## src/core/hsc_pkg.sv

```systemverilog
// Constants, codes and types for the humidity sensor command port.
// Assumes a single 10 MHz core clock and a bus far slower than it.
// Function
// - Answer as I2C target at address 0x40.
// - 0xE5 starts humidity conversion, clock stretched.
// - 0xF5 starts humidity conversion, no stretching.
// - 0xE3 starts temperature conversion, clock stretched.
// - 0xF3 starts temperature conversion, no stretching.
// - 0xE0 returns temperature from last humidity run.
// - 0xE6 plus byte writes configuration register.
// - 0xE7 makes next read return configuration.
// - 0xFA 0x0F selects first identification half.
// - 0xFC 0xC9 selects second identification half.
// - Command code alone picks stretch or NACK wait.
// - Stretch mode: hold clock, then MSB, LSB.
// - Poll mode: NACK read address until done.
// - Running poll conversion NACKs own read address.
// - Acked measurement LSB is followed by checksum.
// - NACKed LSB ends transfer without checksum.
// - Checksum is CRC-8 0x31, start 0x00.
// - Identification reads always carry checksum bytes.
// - Only measure and identification commands give checksum.
// - Humidity LSB low bits read 10.
// - Temperature LSB low bits read 00.
package hsc_pkg;
  localparam logic [6:0] DEV_ADDR = 7'h40;
  localparam logic [7:0] CMD_RH_HOLD = 8'he5;
  localparam logic [7:0] CMD_RH_POLL = 8'hf5;
  localparam logic [7:0] CMD_T_HOLD = 8'he3;
  localparam logic [7:0] CMD_T_POLL = 8'hf3;
  localparam logic [7:0] CMD_T_PREV = 8'he0;
  localparam logic [7:0] CMD_RESET = 8'hfe;
  localparam logic [7:0] CMD_CFG_WR = 8'he6;
  localparam logic [7:0] CMD_CFG_RD = 8'he7;
  localparam logic [7:0] CMD_IDA = 8'hfa;
  localparam logic [7:0] CMD_IDA2 = 8'h0f;
  localparam logic [7:0] CMD_IDB = 8'hfc;
  localparam logic [7:0] CMD_IDB2 = 8'hc9;
  localparam logic [7:0] CMD_FW = 8'h84;
  localparam logic [7:0] CMD_FW2 = 8'hb8;
  localparam logic [7:0] FW_REV = 8'hff;
  localparam logic [7:0] CRC_POLY = 8'h31;
  localparam logic [7:0] CRC_INIT = 8'h00;
  localparam logic [7:0] CFG_RESET = 8'h3a;
  localparam logic [7:0] CFG_WR_MASK = 8'h85;
  localparam logic [7:0] IDLE_BYTE = 8'hff;
  localparam logic [1:0] HUM_TAG = 2'b10;
  localparam logic [1:0] TEMP_TAG = 2'b00;
  localparam logic [3:0] BITS_BYTE = 4'h8;
  localparam logic [3:0] BIT_LAST = 4'h7;
  localparam logic [3:0] RD_LSB = 4'h1;
  localparam logic [3:0] RD_CRC = 4'h2;
  localparam logic [3:0] IDA_LAST = 4'h7;
  localparam logic [3:0] IDB_LAST = 4'h5;
  localparam int CLK_MHZ = 10;
  localparam int CONV_TIME_US = 100;
  localparam int CONV_CYCLES = CONV_TIME_US * CLK_MHZ;
  typedef enum logic [2:0] {ST_IDLE, ST_RX, ST_ACK, ST_HOLD, ST_TX, ST_MACK} hsc_state_e;
  typedef enum logic [2:0] {SEL_NONE, SEL_MEAS, SEL_TPREV, SEL_CFG, SEL_IDA, SEL_IDB,
                            SEL_FW} hsc_sel_e;
endpackage : hsc_pkg

```

## src/core/hsc_cmd_port.sv

```systemverilog
// Target-side I2C command port of a humidity and temperature sensor.
// Assumes open-drain SCL/SDA resolved outside; sensor codes valid on core_clk.
`timescale 1ns/1ps
`default_nettype none
module hsc_cmd_port #(
  parameter logic [31:0] ID_SER_A = 32'h0123_4567, // Arbitrary identification value
  parameter logic [31:0] ID_SER_B = 32'h89ab_cdef  // Arbitrary identification value
) (
  input wire logic core_clk,
  input wire logic rst_n,
  input wire logic scl_i,
  output logic scl_o,
  output logic scl_oe,
  input wire logic sda_i,
  output logic sda_o,
  output logic sda_oe,
  input wire logic [15:0] rh_code_in,
  input wire logic [15:0] temp_code_in,
  output logic conv_busy,
  output logic [7:0] user_cfg
);

  // CRC-8 step over one byte, MSB first
  function automatic logic [7:0] crc8(input logic [7:0] c, input logic [7:0] d);
    logic [7:0] r;
    r = c;
    for (int i = 7; i >= 0; i--) begin
      r = (r[7] ^ d[i]) ? ({r[6:0], 1'b0} ^ hsc_pkg::CRC_POLY) : {r[6:0], 1'b0};
    end
    return r;
  endfunction : crc8

  // Read byte table: {is checksum, is last, data}
  function automatic logic [9:0] rd_byte(input hsc_pkg::hsc_sel_e s, input logic [3:0] i,
      input logic [15:0] m, input logic [15:0] t, input logic [7:0] c);
    logic [9:0] r;
    r = {1'b0, 1'b1, hsc_pkg::IDLE_BYTE};
    unique case (s)
      hsc_pkg::SEL_MEAS: begin
        if (i == hsc_pkg::RD_CRC) r = {1'b1, 1'b1, hsc_pkg::IDLE_BYTE};
        else r = {1'b0, 1'b0, (i == hsc_pkg::RD_LSB) ? m[7:0] : m[15:8]};
      end
      hsc_pkg::SEL_TPREV: r = {1'b0, i == hsc_pkg::RD_LSB,
                               (i == hsc_pkg::RD_LSB) ? t[7:0] : t[15:8]};
      hsc_pkg::SEL_CFG: r = {1'b0, 1'b1, c};
      hsc_pkg::SEL_FW: r = {1'b0, 1'b1, hsc_pkg::FW_REV};
      hsc_pkg::SEL_IDA: begin
        // Each serial byte is followed by a checksum
        r = {i[0], i == hsc_pkg::IDA_LAST, ID_SER_A[8*(3-i[2:1]) +: 8]};
      end
      hsc_pkg::SEL_IDB: begin
        // Two serial bytes, then a checksum, twice
        if (i == 4'h2 || i == hsc_pkg::IDB_LAST) r = {1'b1, i == hsc_pkg::IDB_LAST, hsc_pkg::IDLE_BYTE};
        else r = {1'b0, 1'b0, ID_SER_B[8*(3-((i > 4'h2) ? i - 4'h1 : i)) +: 8]};
      end
      default: r = {1'b0, 1'b1, hsc_pkg::IDLE_BYTE};
    endcase
    return r;
  endfunction : rd_byte

  hsc_pkg::hsc_state_e st_r;
  hsc_pkg::hsc_sel_e sel_r;
  logic [2:0] scl_sync_r;
  logic [2:0] sda_sync_r;
  logic scl_f_r;
  logic sda_f_r;
  logic [3:0] bit_cnt_r;
  logic [7:0] rx_sr_r;
  logic [7:0] tx_sr_r;
  logic is_addr_r;
  logic rw_r;
  logic [1:0] byte_idx_r;
  logic [7:0] cmd_r;
  logic [3:0] rd_idx_r;
  logic [7:0] crc_r;
  logic last_r;
  logic mack_r;
  logic [7:0] cfg_r;
  logic sda_oe_r;
  logic scl_oe_r;
  logic busy_r;
  logic hold_r;
  logic hum_r;
  logic [15:0] cnt_r;
  logic [15:0] meas_r;
  logic [15:0] tprev_r;

  // Filtered bus levels: a change counts once stages two and three agree
  wire scl_new = (scl_sync_r[1] == scl_sync_r[2]) ? scl_sync_r[2] : scl_f_r;
  wire sda_new = (sda_sync_r[1] == sda_sync_r[2]) ? sda_sync_r[2] : sda_f_r;
  wire scl_rise = scl_new & ~scl_f_r;
  wire scl_fall = ~scl_new & scl_f_r;
  wire start_det = scl_new & scl_f_r & sda_f_r & ~sda_new;
  wire stop_det = scl_new & scl_f_r & ~sda_f_r & sda_new;

  // Byte-level decode of the received byte
  wire byte_done = (st_r == hsc_pkg::ST_RX) && scl_fall && (bit_cnt_r == hsc_pkg::BITS_BYTE);
  wire addr_hit = rx_sr_r[7:1] == hsc_pkg::DEV_ADDR;
  wire poll_nack = rx_sr_r[0] && busy_r && !hold_r;
  wire cmd_stb = byte_done && !is_addr_r && (byte_idx_r == 2'h0);
  wire is_meas = (rx_sr_r == hsc_pkg::CMD_RH_HOLD) || (rx_sr_r == hsc_pkg::CMD_RH_POLL) ||
                 (rx_sr_r == hsc_pkg::CMD_T_HOLD) || (rx_sr_r == hsc_pkg::CMD_T_POLL);
  wire is_hum = (rx_sr_r == hsc_pkg::CMD_RH_HOLD) || (rx_sr_r == hsc_pkg::CMD_RH_POLL);
  wire is_hold = (rx_sr_r == hsc_pkg::CMD_RH_HOLD) || (rx_sr_r == hsc_pkg::CMD_T_HOLD);
  wire is_rst = rx_sr_r == hsc_pkg::CMD_RESET;
  wire conv_end = busy_r && (cnt_r == 16'(hsc_pkg::CONV_CYCLES - 1));

  // Next outgoing byte and checksum chaining
  wire [9:0] fetch = rd_byte(sel_r, rd_idx_r, meas_r, tprev_r, cfg_r);
  wire [7:0] crc_base = (rd_idx_r == 4'h0) ? hsc_pkg::CRC_INIT : crc_r;
  wire [7:0] ld_byte = fetch[9] ? crc_base : fetch[7:0];
  wire [7:0] crc_upd = fetch[9] ? crc_base : crc8(crc_base, fetch[7:0]);

  // Three-stage synchronisers on both bus lines
  always_ff @(posedge core_clk) begin
    if (!rst_n) begin
      scl_sync_r <= 3'h7;
      sda_sync_r <= 3'h7;
      scl_f_r <= 1'b1;
      sda_f_r <= 1'b1;
    end else begin
      scl_sync_r <= {scl_sync_r[1:0], scl_i};
      sda_sync_r <= {sda_sync_r[1:0], sda_i};
      scl_f_r <= scl_new;
      sda_f_r <= sda_new;
    end
  end

  // Conversion timer; the sensor codes are only sampled at the end
  always_ff @(posedge core_clk) begin
    if (!rst_n) begin
      busy_r <= 1'b0;
      hold_r <= 1'b0;
      hum_r <= 1'b0;
      cnt_r <= 16'h0000;
      meas_r <= 16'h0000;
      tprev_r <= 16'h0000;
    end else if (cmd_stb && is_meas) begin
      busy_r <= 1'b1;
      hold_r <= is_hold;
      hum_r <= is_hum;
      cnt_r <= 16'h0000;
    end else if (cmd_stb && is_rst) begin
      busy_r <= 1'b0;
    end else if (busy_r) begin
      cnt_r <= cnt_r + 16'h0001;
      if (conv_end) begin
        busy_r <= 1'b0;
        meas_r <= hum_r ? {rh_code_in[15:2], hsc_pkg::HUM_TAG}
                        : {temp_code_in[15:2], hsc_pkg::TEMP_TAG};
        if (hum_r) tprev_r <= {temp_code_in[15:2], hsc_pkg::TEMP_TAG};
      end
    end
  end

  // Bus protocol engine; transmit bits change while SCL is low, except the first bit after a stretch, which changes in the cycle SCL is let go
  always_ff @(posedge core_clk) begin
    if (!rst_n) begin
      st_r <= hsc_pkg::ST_IDLE;
      sel_r <= hsc_pkg::SEL_NONE;
      bit_cnt_r <= 4'h0;
      rx_sr_r <= 8'h00;
      tx_sr_r <= 8'h00;
      is_addr_r <= 1'b0;
      rw_r <= 1'b0;
      byte_idx_r <= 2'h0;
      cmd_r <= 8'h00;
      rd_idx_r <= 4'h0;
      crc_r <= hsc_pkg::CRC_INIT;
      last_r <= 1'b0;
      mack_r <= 1'b0;
      cfg_r <= hsc_pkg::CFG_RESET;
      sda_oe_r <= 1'b0;
      scl_oe_r <= 1'b0;
    end else if (start_det) begin
      // Start or repeated start always restarts address reception
      st_r <= hsc_pkg::ST_RX;
      bit_cnt_r <= 4'h0;
      is_addr_r <= 1'b1;
      sda_oe_r <= 1'b0;
      scl_oe_r <= 1'b0;
    end else if (stop_det) begin
      st_r <= hsc_pkg::ST_IDLE;
      sda_oe_r <= 1'b0;
      scl_oe_r <= 1'b0;
    end else begin
      unique case (st_r)
        hsc_pkg::ST_IDLE: begin
          sda_oe_r <= 1'b0;
        end
        hsc_pkg::ST_RX: begin
          if (scl_rise) begin
            rx_sr_r <= {rx_sr_r[6:0], sda_new};
            bit_cnt_r <= bit_cnt_r + 4'h1;
          end else if (byte_done) begin
            if (is_addr_r) begin
              // Foreign address or busy poll read: stay silent until next start
              if (addr_hit && !poll_nack) begin
                sda_oe_r <= 1'b1;
                st_r <= hsc_pkg::ST_ACK;
                rw_r <= rx_sr_r[0];
                byte_idx_r <= 2'h0;
                rd_idx_r <= 4'h0;
              end else begin
                st_r <= hsc_pkg::ST_IDLE;
              end
            end else begin
              sda_oe_r <= 1'b1;
              st_r <= hsc_pkg::ST_ACK;
              if (byte_idx_r != 2'h3) byte_idx_r <= byte_idx_r + 2'h1;
              if (byte_idx_r == 2'h0) begin
                cmd_r <= rx_sr_r;
                // Unlisted codes are acknowledged and leave the selection alone
                if (is_meas) sel_r <= hsc_pkg::SEL_MEAS;
                else if (rx_sr_r == hsc_pkg::CMD_T_PREV) sel_r <= hsc_pkg::SEL_TPREV;
                else if (rx_sr_r == hsc_pkg::CMD_CFG_RD) sel_r <= hsc_pkg::SEL_CFG;
                else if (is_rst) begin
                  sel_r <= hsc_pkg::SEL_NONE;
                  cfg_r <= hsc_pkg::CFG_RESET;
                end
              end else if (byte_idx_r == 2'h1) begin
                if (cmd_r == hsc_pkg::CMD_CFG_WR) begin
                  // Read-only and reserved bits keep their values
                  cfg_r <= (cfg_r & ~hsc_pkg::CFG_WR_MASK) |
                           (rx_sr_r & hsc_pkg::CFG_WR_MASK);
                end else if (cmd_r == hsc_pkg::CMD_IDA && rx_sr_r == hsc_pkg::CMD_IDA2) begin
                  sel_r <= hsc_pkg::SEL_IDA;
                end else if (cmd_r == hsc_pkg::CMD_IDB && rx_sr_r == hsc_pkg::CMD_IDB2) begin
                  sel_r <= hsc_pkg::SEL_IDB;
                end else if (cmd_r == hsc_pkg::CMD_FW && rx_sr_r == hsc_pkg::CMD_FW2) begin
                  sel_r <= hsc_pkg::SEL_FW;
                end
              end
            end
          end
        end
        hsc_pkg::ST_ACK: begin
          if (scl_fall) begin
            is_addr_r <= 1'b0;
            bit_cnt_r <= 4'h0;
            if (!rw_r) begin
              sda_oe_r <= 1'b0;
              st_r <= hsc_pkg::ST_RX;
            end else if (busy_r) begin
              // Hold-mode conversion still running: stretch the clock
              sda_oe_r <= 1'b0;
              scl_oe_r <= 1'b1;
              st_r <= hsc_pkg::ST_HOLD;
            end else begin
              tx_sr_r <= ld_byte;
              crc_r <= crc_upd;
              last_r <= fetch[8];
              rd_idx_r <= rd_idx_r + 4'h1;
              sda_oe_r <= ~ld_byte[7];
              st_r <= hsc_pkg::ST_TX;
            end
          end
        end
        hsc_pkg::ST_HOLD: begin
          if (!busy_r) begin
            // Data bit set up in the same cycle that SCL is let go
            tx_sr_r <= ld_byte;
            crc_r <= crc_upd;
            last_r <= fetch[8];
            rd_idx_r <= rd_idx_r + 4'h1;
            sda_oe_r <= ~ld_byte[7];
            scl_oe_r <= 1'b0;
            st_r <= hsc_pkg::ST_TX;
          end
        end
        hsc_pkg::ST_TX: begin
          if (scl_fall) begin
            if (bit_cnt_r == hsc_pkg::BIT_LAST) begin
              sda_oe_r <= 1'b0;
              st_r <= hsc_pkg::ST_MACK;
            end else begin
              tx_sr_r <= {tx_sr_r[6:0], 1'b0};
              sda_oe_r <= ~tx_sr_r[6];
              bit_cnt_r <= bit_cnt_r + 4'h1;
            end
          end
        end
        hsc_pkg::ST_MACK: begin
          if (scl_rise) begin
            mack_r <= ~sda_new;
          end else if (scl_fall) begin
            bit_cnt_r <= 4'h0;
            if (mack_r && !last_r) begin
              tx_sr_r <= ld_byte;
              crc_r <= crc_upd;
              last_r <= fetch[8];
              rd_idx_r <= rd_idx_r + 4'h1;
              sda_oe_r <= ~ld_byte[7];
              st_r <= hsc_pkg::ST_TX;
            end else begin
              st_r <= hsc_pkg::ST_IDLE;
            end
          end
        end
        // Unused state codes fall back to idle rather than lock the bus
        default: st_r <= hsc_pkg::ST_IDLE;
      endcase
    end
  end

  // Open-drain outputs: the pin level driven is always low
  always_ff @(posedge core_clk) begin
    if (!rst_n) begin
      scl_o <= 1'b0;
      sda_o <= 1'b0;
    end else begin
      scl_o <= 1'b0;
      sda_o <= 1'b0;
    end
  end

  // Status mirrors are one cycle behind the internal state
  always_ff @(posedge core_clk) begin
    if (!rst_n) begin
      scl_oe <= 1'b0;
      sda_oe <= 1'b0;
      conv_busy <= 1'b0;
      user_cfg <= hsc_pkg::CFG_RESET;
    end else begin
      scl_oe <= scl_oe_r;
      sda_oe <= sda_oe_r;
      conv_busy <= busy_r;
      user_cfg <= cfg_r;
    end
  end

endmodule : hsc_cmd_port
`default_nettype wire

```

## config.mk

```make
export PLATFORM = sky130hd
export DESIGN_NAME = hsc_cmd_port
export DESIGN_NICKNAME = d
export VERILOG_FILES = /design/src/core/hsc_pkg.sv /design/src/core/hsc_cmd_port.sv
export SDC_FILE = /design/constraint.sdc
export NUM_CORES = 1
export LEC_CHECK = 0
export ABC_AREA = 1
export BUFFER_PORTS_ARGS = -buffer_cell sky130_fd_sc_hd__buf_2
export CAP_MARGIN = 15
export CORE_ASPECT_RATIO = 1.1
export CORE_MARGIN = 4
export CORE_UTILIZATION = 60
export DETAILED_ROUTE_END_ITERATION = 8
export GPL_ROUTABILITY_DRIVEN = 0
export PLACE_DENSITY_LB_ADDON = 0.1
export SKIP_LAST_GASP = 1
export SYNTH_ARGS = -nofsm -noshare
export SYNTH_HDL_FRONTEND = slang
export SYNTH_SLANG_ARGS = --single-unit
```

## constraint.sdc

```tcl
create_clock -name core_clk -period 3.2 [get_ports core_clk]
set_input_delay 0.16 -clock core_clk [delete_from_list [all_inputs] [get_ports core_clk]]
set_output_delay 0.16 -clock core_clk [all_outputs]
set_load 0.1 [all_outputs]
```

; ---- Word level (Yosys, flattened, before mapping)
; Index checks and enable logic that the tools add are counted.
[word_totals]
register_bits = 130
out_inout_bits = 13
elab_cells = 331
[op_classes]
add_sub_neg = 7
n_lt_le_gt_ge = 1
n_eq_ne = 69
shift = 2
mux = 123
bitwise_logic = 38
n_reduce_logical = 60
[op_table]
columns = operator, count
row1 = $mux W8, 26
row2 = $eq A8 B8 Y1 const B, 13
row3 = $mux W3, 22
row4 = $shiftx A32 B33 Y8 const A, 2
row5 = $mux W4, 15
row6 = $pmux W10 S5, 1
row7 = $mux W6, 8
row8 = $ne A2 B2 Y1 const B, 21
row9 = $mux W1, 35
row10 = $ne A4 B4 Y1 const B, 8
row11 = $pmux W4 S4, 2
row12 = $pmux W8 S4, 1
row13 = $reduce_and A10 Y1, 3
row14 = $mux W29, 1
row15 = $sub A2 B29 Y29 const A, 1
row16 = $not A3 Y3, 8
row17 = $pmux W8 S3, 1
row18 = $reduce_and A12 Y1, 2
row19 = $reduce_and A7 Y1, 3
row20 = $mux W10, 2
row21 = $pmux W3 S6, 1
row22 = $reduce_and A9 Y1, 2
row23 = $add A16 B1 Y16 const B, 1
row24 = $eq A16 B10 Y1 const B, 1
row25 = other kinds (47), 120

; ---- Longest topological paths before layout
; Gate-level depths: netlist of the first run.
[logic_depth]
depth_word = 27
mapped_depth = 24
mapped_depth_nobuf = 24

; ---- Worst setup path after synthesis of the first run
; No wires, ideal clock.
[synth_timing]
path_kind = register -> register
from = reg rd_idx_r[0]
to = reg crc_r[5]
setup_ns = 0.122
arrival_time_ns = 2.431
required_ns = 3.078
slack_ns = 0.647
stages_incl_launch_ff = 24
n_path_buf = 0
synth_period_minus_slack_ns = 2.553
cell_sequence = dfxtp_1 > inv_1 > ha_1 > o21ai_2 > nand2_1 > ha_1 > inv_1 > nand3_1 > nand2_1 > nand2_1 > nor2_1 > nand2_1 > nand2_1 > nand2_1 > nand2_1 > nand2_1 > nand2_2 > nand2_2 > nand2_1 > nand3_2 > nand2_1 > nand2_1 > nand3_1 > a21oi_2
[synth_via]
elab_chain_len = 20
[synth_rtl]
columns = element, line
row1 = from (decl), hsc_cmd_port.sv:74  ; logic [3:0] rd_idx_r;
row2 = from (signal assigned), hsc_cmd_port.sv:253  ; rd_idx_r <= rd_idx_r + 4'h1;
row3 = from (signal assigned), hsc_cmd_port.sv:265  ; rd_idx_r <= rd_idx_r + 4'h1;
row4 = from (signal assigned), hsc_cmd_port.sv:292  ; rd_idx_r <= rd_idx_r + 4'h1;
row5 = $sub A4 B1 Y5 or $gt A4 B2 Y1 (tied branches), hsc_cmd_port.sv:54  ; else r = {1'b0, 1'b0, ID_SER_B[8*(3-((i > 4'h2) ? i - 4'h1 : i)) +: 8]};
row6 = $mux W29, hsc_cmd_port.sv:54
row7 = $sub A2 B29 Y29, hsc_cmd_port.sv:54
row8 = $shiftx A32 B33 Y8, hsc_cmd_port.sv:54
row9 = $mux W10, hsc_cmd_port.sv:53  ; if (i == 4'h2 || i == hsc_pkg::IDB_LAST) r = {1'b1, i == hsc_pkg::IDB_LAST, hsc_pkg::IDLE_BYTE};
row10 = $pmux W10 S5, hsc_cmd_port.sv:38  ; unique case (s)
row11 = $xor A1 B1 Y1, hsc_cmd_port.sv:28  ; r = (r[7] ^ d[i]) ? ({r[6:0], 1'b0} ^ hsc_pkg::CRC_POLY) : {r[6:0], 1'b0};
row12 = $mux W6 (4 in a row), hsc_cmd_port.sv:28
row13 = $not A3 Y3 (no line), n/a
row14 = $mux W6, hsc_cmd_port.sv:28
row15 = $not A3 Y3 (no line), n/a
row16 = $mux W6, hsc_cmd_port.sv:28
row17 = $mux W8 (*), hsc_cmd_port.sv:112  ; wire [7:0] crc_upd = fetch[9] ? crc_base : crc8(crc_base, fetch[7:0]);
row18 = "$mux W8, on equally long branches", "hsc_cmd_port.sv:288, hsc_cmd_port.sv:244, hsc_cmd_port.sv:260"
row19 = "$mux W8, on equally long branches", "hsc_cmd_port.sv:286, hsc_cmd_port.sv:241"
row20 = "$mux W8, on equally long branches", "hsc_cmd_port.sv:284, hsc_cmd_port.sv:238"
row21 = $pmux W8 S3 (*), hsc_cmd_port.sv:187  ; unique case (st_r)
row22 = to (signal assigned), hsc_cmd_port.sv:169  ; crc_r <= hsc_pkg::CRC_INIT;
row23 = to (signal assigned), hsc_cmd_port.sv:263  ; crc_r <= crc_upd;
row24 = to (signal assigned), hsc_cmd_port.sv:290  ; crc_r <= crc_upd;
row25 = to (decl), hsc_cmd_port.sv:75  ; logic [7:0] crc_r;
; Mark *: on every way between the ends. The rest lies on a longest branch, timed or not. The select of a mux whose other input is x is not followed.
; A chain may end at the register's enable or synchronous reset.

; ---- Final worst setup path of the first run
; Ends and elaborated chain as after synthesis.

==> key figures, run 1 <==
Status
  • Status: finished clean

STA
  • Tcrit/Tclk final: 0.883
  • Endpoints failing hold: 0
  • RSZ-0062 raised after global routing: false
  • Tmin final: ~2800 ps
  • Worst slew pin tran: 717 ps
  • Fmax achieved: approximately 350 MHz
  • Slew HR: 0.520
  • Layout Skew: between 5 and 6 ps
  • Final setup fails: 0
  • Fin Setup TNS: 0 ps
  • Hold_ws: around 42 ps
  • Max-slew violations: 0

Layout
  • Nets: 1109
  • Ant diodes: 0
  • Fill cells: between 900 and 1000
  • Storage element area: approximately 2400 um^2
  • P&R area growth vs syn: 13.7%
  • Area of the multi-input gates: around 3600 um^2
  • Layout cells sized above 1: 0.140

Synthesis
  • Ys async rst share: 0
  • Seq cells post-synth: 120
  • Top-area cell type share of the netlist area: 0.354
  • Synthesized cell area: between 6000 and 7000 um^2
  • Yosys warnings: 0
  • Cell taking the most area after synthesis: dfxtp_1
  • Syn Inst Count: approximately 1000
  • Syn Area/Cell: 6.64 um^2
  • Sequential area share after synthesis: 0.354
  • Post-synth cell types: 48
  • Synth Flop Type: dfxtp_1
  • Ranking of synthesized cells by area: dfxtp_1 35%, nand2_1 10%, inv_1 8.6%
  • Number of flops mapped to enable cells by yosys: 0

Route
  • Via density: 5.32
  • DR vias: 6500
  • DRC: 0
  • Post-route ant nets: 0
  • DRT Pass-1 Iters: 5
  • WL/cell: approximately 13 um
  • Detailed Route WL: about 16000 um
  • DR iter-0 viols: around 430

GRT
  • Initial antenna violation count: 0
  • Largest net degree at the start of global routing: 50
  • M3 GR Usage: 0.0500
  • Most congested layer reported by global routing: met2
  • Total gr overflow: 0
  • Number of global-route vias before repair: around 5900
  • Met1 track demand over resource: 0.341
  • First-pass GRT wire length: around 28000 um
  • Total GRT Usage: 0.262
  • GRT met2 Usage: 0.419

Job
  • Number of max-cap violations: 0

Clock network
  • Num CTS Buffers: 17
  • Clock insertion delay at the later pin of the skew report: 420 ps
  • CTS tree: yes
  • H-tree depth: 4
  • Root buffer cell: clkbuf_16
  • Worst-path clk slew: around 50 ps
  • CTS Buffer Depth: 2
  • CTS Sinks: 120
  • Setup Fix Bufs, Post-CTS: 0

Pwr
  • Pwr dens: roughly 640 nW/um^2
  • Maximum vdd ir drop: between 0.0003 and 0.0004 V
  • Leakage: 3.37 nW
  • Switching power share of the total: 0.328
  • Combinational share of power: 0.257
  • Net Sw Power: ~1.6 mW
  • Register share of total power: 0.345
  • Internal power: 3.32 mW
  • Clock power frac: 0.398

Placement
  • Number of port buffers: 41
  • Post-detail-place hpwl: 11900 um

Critical path
  • Required time of the worst setup path: roughly 3600 ps
  • Crit-path max cell delay: about 400 ps
  • Crit path max fanout: 7
  • Slowest stage cell, crit path: dfxtp_2
  • CP endpoint kind: register
  • Crit path DAT: between 3000 and 4000 ps
  • Setup CP Type: register to register
  • Crit start category: register
  • CP Cell Sequence: inv_1, ha_1, o21ai_2, nand2_1, ha_1, inv_1, nand3_1, nand2_1, nand2_1, nor2_1, nand2_1, nand2_1, nand2_1, nand2_1, nand2_2, inv_1, nand2_2, nand2_2, nand2_1, nand2_1, inv_1, nand2_1, nand3_1, a21oi_2
  • CP most frequent cell: nand2_1

Die
  • Std cell rows: 40
  • Initial Utilization: 0.617
  • # IOs: 49
  • Total die area: roughly 13000 um^2
  • Core area: between 10000 and 15000 um^2
  • Die Y: between 100 and 150 um
  • Die Width: 109 um

Worst hold path
  • Hold Path Class: primary input to register
-- cell type report --
cell class,count,share of cell area
Clock buffer,20,0.0604
Clock inverter,12,0.0191
Inverter,172,0.0838
Multi-Input combinational cell,698,0.463
Sequential cell,120,0.311
Tap cell,147,0.0238
Timing Repair Buffer,53,0.0389
-- worst max-delay path: cells and delay by family, from the launching register on --
family	cells	cell delay, ps
simple gates	16	1290
flops	1	390
compound gates	2	320
buf+inv	4	270
fa+ha+maj	2	480
-- through the flow --
stage,cells,power [mW],area (um^2),utilization,worst slack [ps]
after floorplan,1025,2.74,6800,-,647
after global placement,1188,2.97,7090,0.644,415
after detailed placement,1188,2.98,7090,0.644,323
after CTS,1222,4.95,7720,0.701,292
after global routing,1222,5.24,7720,0.701,87.5
final,1222,4.94,7720,0.701,376
-- per-layer routing --
layer,vias up,part of all wire
met2,153,0.47
met4,0,0.027
li1,3428,-
met3,34,0.042
met1,2885,0.46
met5,-,0
-- cells in the mapped netlist (2+ instances only) --
library cell,instances
buf_2,6
a221oi_1,2
nand3b_1,3
nand4_1,12
ha_1,11
nand2_1,184
o221ai_1,2
o31ai_1,7
nor4_1,4
a211oi_1,30
nand3_1,65
o22ai_1,3
o21ai_2,2
nor2_2,9
o21ai_0,64
inv_2,14
buf_6,2
inv_1,156
nand2_2,13
a31oi_1,8
nor2_1,114
nand3_2,8
nand2_4,3
nor2_4,4
xor2_1,4
nor3_2,3
a21oi_1,84
o2111a_1,2
clkbuf_1,19
buf_4,8
or2_2,5
nor3_1,36
o21ai_1,2
dfxtp_1,120
-- cells in the final DEF (no fill, tap or decap), types with 5 or more instances in the layout --
cell       netlist  routed
nor3_1          36      35
ha_1            11      11
clkbuf_16        0      17
nand2_1        184     184
nand2_2         13      13
inv_1          156     156
nor2_2           9       9
a31oi_1          8       8
a21oi_1         84      84
nor2_1         114     114
dfxtp_1        120     119
buf_4            8      10
nand3_1         65      65
a211oi_1        30      30
nand3_2          8       8
nand4_1         12      12
clkinv_2         1       6
or2_2            5       5
buf_2            6      41
o31ai_1          7       7
inv_2           14      14
o21ai_0         64      64
-- power groups by stage --
stage / clock (mW) / sequential (mW) / combinational, mW
after detailed placement: 0 / 1.73 / 1.25
after floorplan: 0 / 1.73 / 1.00
after global routing: 2.06 / 1.72 / 1.45
final: 1.97 / 1.71 / 1.27
after global placement: 0 / 1.73 / 1.24
after CTS: 1.99 / 1.70 / 1.26
-- path summary, 6_finish.rpt --
kind / cells after the start / start / end / slack [ps]
worst min-delay path: 3 / rh_code_in[15] / meas_r[15] / 40
worst max register to register: 24 / rd_idx_r[0] / crc_r[5] / 380
worst max-delay path: 24 / rd_idx_r[0] / crc_r[5] / 380
worst min register to register: 1 / scl_sync_r[0] / scl_sync_r[1] / 410
-- logic make-up after synthesis --
group,share of synthesized area
compound gates,0.187
xor+xnor,0.00516
fa+ha+maj,0.0203
buf+inv,0.122
flops,0.354
other cells,0.000552
simple gates,0.311
-- sequential cells by signal (all words and copies together), names as in the netlist, 2 cells and up --
| name | flops |
|---|---|
| st_r | 3 |
| meas_r | 15 |
| user_cfg | 4 |
| crc_r | 8 |
| rd_idx_r | 4 |
| tx_sr_r | 7 |
| tprev_r | 14 |
| rx_sr_r | 8 |
| cnt_r | 16 |
| scl_sync_r | 3 |
| cmd_r | 8 |
| sel_r | 3 |
| bit_cnt_r | 4 |
| sda_sync_r | 3 |
| cfg_r | 4 |
| byte_idx_r | 2 |
-- what timing repair did --
item	4_1_cts	5_1_grt
resized for setup	0	1
hold buffers	2	0
setup endpoints to repair	0	1
endpoints found under the hold margin	2	0
Note: power is estimated with default switching activity, not from simulation.
==> inputs of run 2 (changes only) <==
- CORE_UTILIZATION: 60 -> 55
==> run 2 against run 1 <==
Utilization fell by 5.9 points. Routed wire length rose by 3.6%. Clock power rose by 5%. Clock skew rose by 0.91 ps. Critical endpoint unchanged.
==> key figures, run 2 (synthesis results as in run 1) <==
Route
  • Via density: 5.29 (-0.49%)
  • Post-route ant nets: 0 (unchanged)
  • DRT Pass-1 Iters: 5 (unchanged)
  • DR iter-0 viols: 494 (+14%)
  • WL/cell: 13.7 um (+3.0%)
  • Detailed Route WL: 16800 um (+3.6%)
  • DRC: 0 (unchanged)
  • DR vias: 6505 (+0.077%)

Clock network
  • Root buffer cell: clkbuf_16
  • CTS tree: yes
  • CTS Buffer Depth: 2 (unchanged)
  • Worst-path clk slew: 60 ps (about the same)
  • Num CTS Buffers: 17 (unchanged)
  • H-tree depth: 4 (unchanged)
  • CTS Sinks: 120 (unchanged)
  • Clock insertion delay at the later pin of the skew report: 420 ps (about the same)

Critical path
  • Required time of the worst setup path: 3560 ps (about the same)
  • Reg2reg setup slack: 350 ps (-30 ps)
  • Crit path max fanout: 7 (unchanged)
  • Crit start category: register
  • Crit path DAT: 3210 ps (+30 ps)
  • CP endpoint kind: register
  • Setup CP Type: register to register

GRT
  • GRT met2 Usage: 0.382 (-0.0369)
  • Total gr overflow: 0 (unchanged)
  • Most congested layer reported by global routing: met2
  • Met1 track demand over resource: 0.327 (-0.0136)
  • Initial antenna violation count: 0 (unchanged)
  • Number of global-route vias before repair: 6052 (+2.1%)
  • First-pass GRT wire length: 28200 um (+2.4%)
  • Total GRT Usage: 0.244 (-0.0178)
  • M3 GR Usage: 0.0491 (-0.000950)
  • Largest net degree at the start of global routing: 50 (unchanged)

Layout
  • P&R area growth vs syn: 14.2%
  • Layout cells sized above 1: 0.140 (unchanged)
  • Ant diodes: 0 (unchanged)
  • Most frequent cells in the layout: 184 x nand2_1, 156 x inv_1, 119 x dfxtp_1
  • Storage element area: 2400 um^2 (unchanged)
  • Nets: 1109 (unchanged)
  • Max reg flops: 16 (unchanged)
  • Final instance area: 7760 um^2 (+0.49%)
  • Most common cell after layout, fill and taps aside: nand2_1
  • Area of the multi-input gates: 3570 um^2 (unchanged)
  • Top Registers: cnt_r x16, meas_r x15, tprev_r x14
  • Fill cells: 1157 (+18%)
  • Top reg by flops: cnt_r

Pwr
  • Internal power: 3.39 mW (+2.1%)
  • Register share of total power: 0.337 (-0.008)
  • Switching power share of the total: 0.331 (+0.00266)
  • Leakage: 3.37 nW (about the same)
  • Combinational share of power: 0.254 (-0.003)
  • Maximum vdd ir drop: 0.000379 V (+17%)
  • Pwr dens: 653 nW/um^2 (+2.0%)
  • Clock power frac: 0.408 (+0.010)
  • Net Sw Power: 1.68 mW (+3.3%)

STA
  • Endpoints failing hold: 0 (unchanged)
  • RSZ-0062 raised after global routing: false
  • Layout Skew: 6.46 ps (+0.908 ps)
  • Tcrit/Tclk final: 0.891 (+0.00802)
  • Tmin final: 2850 ps (+25.7 ps)
  • Max-slew violations: 0 (unchanged)
  • Final setup fails: 0 (unchanged)
  • Fin Setup TNS: 0 ps (unchanged)
  • Slew HR: 0.534 (+0.0141)
  • Worst slew pin tran: 696 ps (-21.0 ps)
  • Fmax achieved: 351 MHz (-0.90%)

Placement
  • Post-detail-place hpwl: 12200 um (+2.1%)
  • DP Area: 7090 um^2 (+0.12%)
  • Number of port buffers: 41 (unchanged)

Die
  • Initial Utilization: 0.562 (-0.0549)
  • # IOs: 49 (unchanged)
  • Die Width: 114 um (+4.1%)
  • Core area: 12100 um^2 (+9.8%)
  • Die Y: 125 um (+4.1%)
  • Total die area: 14200 um^2 (+8.4%)
  • Std cell rows: 42 (+5.0%)

Job
  • Number of max-cap violations: 0 (unchanged)

Worst hold path
  • Hold Path Class: primary input to register

Status
  • Status: finished clean
==> run 2: cell types whose count changed in the layout (fill, tap and decap cells not counted), sizes merged <==
| cell | previous run | this run |
|---|---|---|
| bufinv | 3 | 4 |
| clkbuf | 20 | 19 |
| clkinv | 8 | 4 |
| clkinvlp | 2 | 4 |
| inv | 171 | 173 |
==> run 2: critical path: stages (launching register included) <==
cell and delay [ps]:
dfxtp_2 390, inv_1 120, ha_1 280, o21ai_2 190
nand2_1 90, ha_1 220, inv_1 60, nand3_1 70
nand2_1 80, nand2_1 50, nor2_1 190, nand2_1 140
nand2_1 80, nand2_1 70, nand2_1 90, nand2_2 80
inv_1 70, nand2_2 70, nand2_2 80, nand2_1 50
nand2_1 70, inv_1 40, nand2_1 50, nand3_1 70
a21oi_2 110
==> run 2: layer usage <==
| metal | share of wire | wire length, um |
|---|---|---|
| met1 | 0.47 | 7910 |
| met2 | 0.46 | 7780 |
| met3 | 0.044 | 744 |
| met4 | 0.023 | 386 |
| met5 | 0 | 0 |
==> run 2: metrics by stage <==
stage          setup WS [ps]  power [mW]  cells  utilization  hold slack (ps)
4_1_cts                  286        5.09   1229        0.642             11.5
3_5_place_dp             332        3.01   1195        0.587              368
5_1_grt                 94.8        5.37   1229        0.642             32.0
2_1_floorplan            647        2.74   1025            -              267
3_3_place_gp             374        3.00   1195        0.587              366
6_report                 350        5.07   1229        0.642             26.2
==> run 2: path summary, 6_finish.rpt <==
check | end | depth (start not counted) | from
min reg2reg | scl_sync_r[1] | 1 | scl_sync_r[0]
min | meas_r[15] | 3 | rh_code_in[15]
max | crc_r[5] | 24 | rd_idx_r[0]
max reg2reg | crc_r[5] | 24 | rd_idx_r[0]
==> run 2: area by class of cell <==
class,instances,area share
Multi-Input combinational cell,698,0.460
Sequential cell,120,0.310
Inverter,172,0.0834
Clock buffer,19,0.0584
Timing Repair Buffer,53,0.0387
Tap cell,154,0.0248
Clock inverter,13,0.0245
==> run 2: what timing repair did <==
| action | 4_1_cts | 5_1_grt |
|---|---|---|
| hold buffers | 2 | 0 |
| resized for setup | 0 | 1 |
| setup buffers | 0 | 0 |
| endpoints found under the hold margin | 2 | 0 |
| endpoints found under the setup margin | 0 | 1 |
==> run 2: power by group through the flow <==
| stage | logic [mW] | clock network [mW] | registers [mW] |
|---|---|---|---|
| after floorplan | 1.00 | 0 | 1.73 |
| after global placement | 1.26 | 0 | 1.73 |
| after detailed placement | 1.27 | 0 | 1.73 |
| after CTS | 1.28 | 2.11 | 1.71 |
| after global routing | 1.47 | 2.17 | 1.72 |
| final | 1.29 | 2.07 | 1.71 |
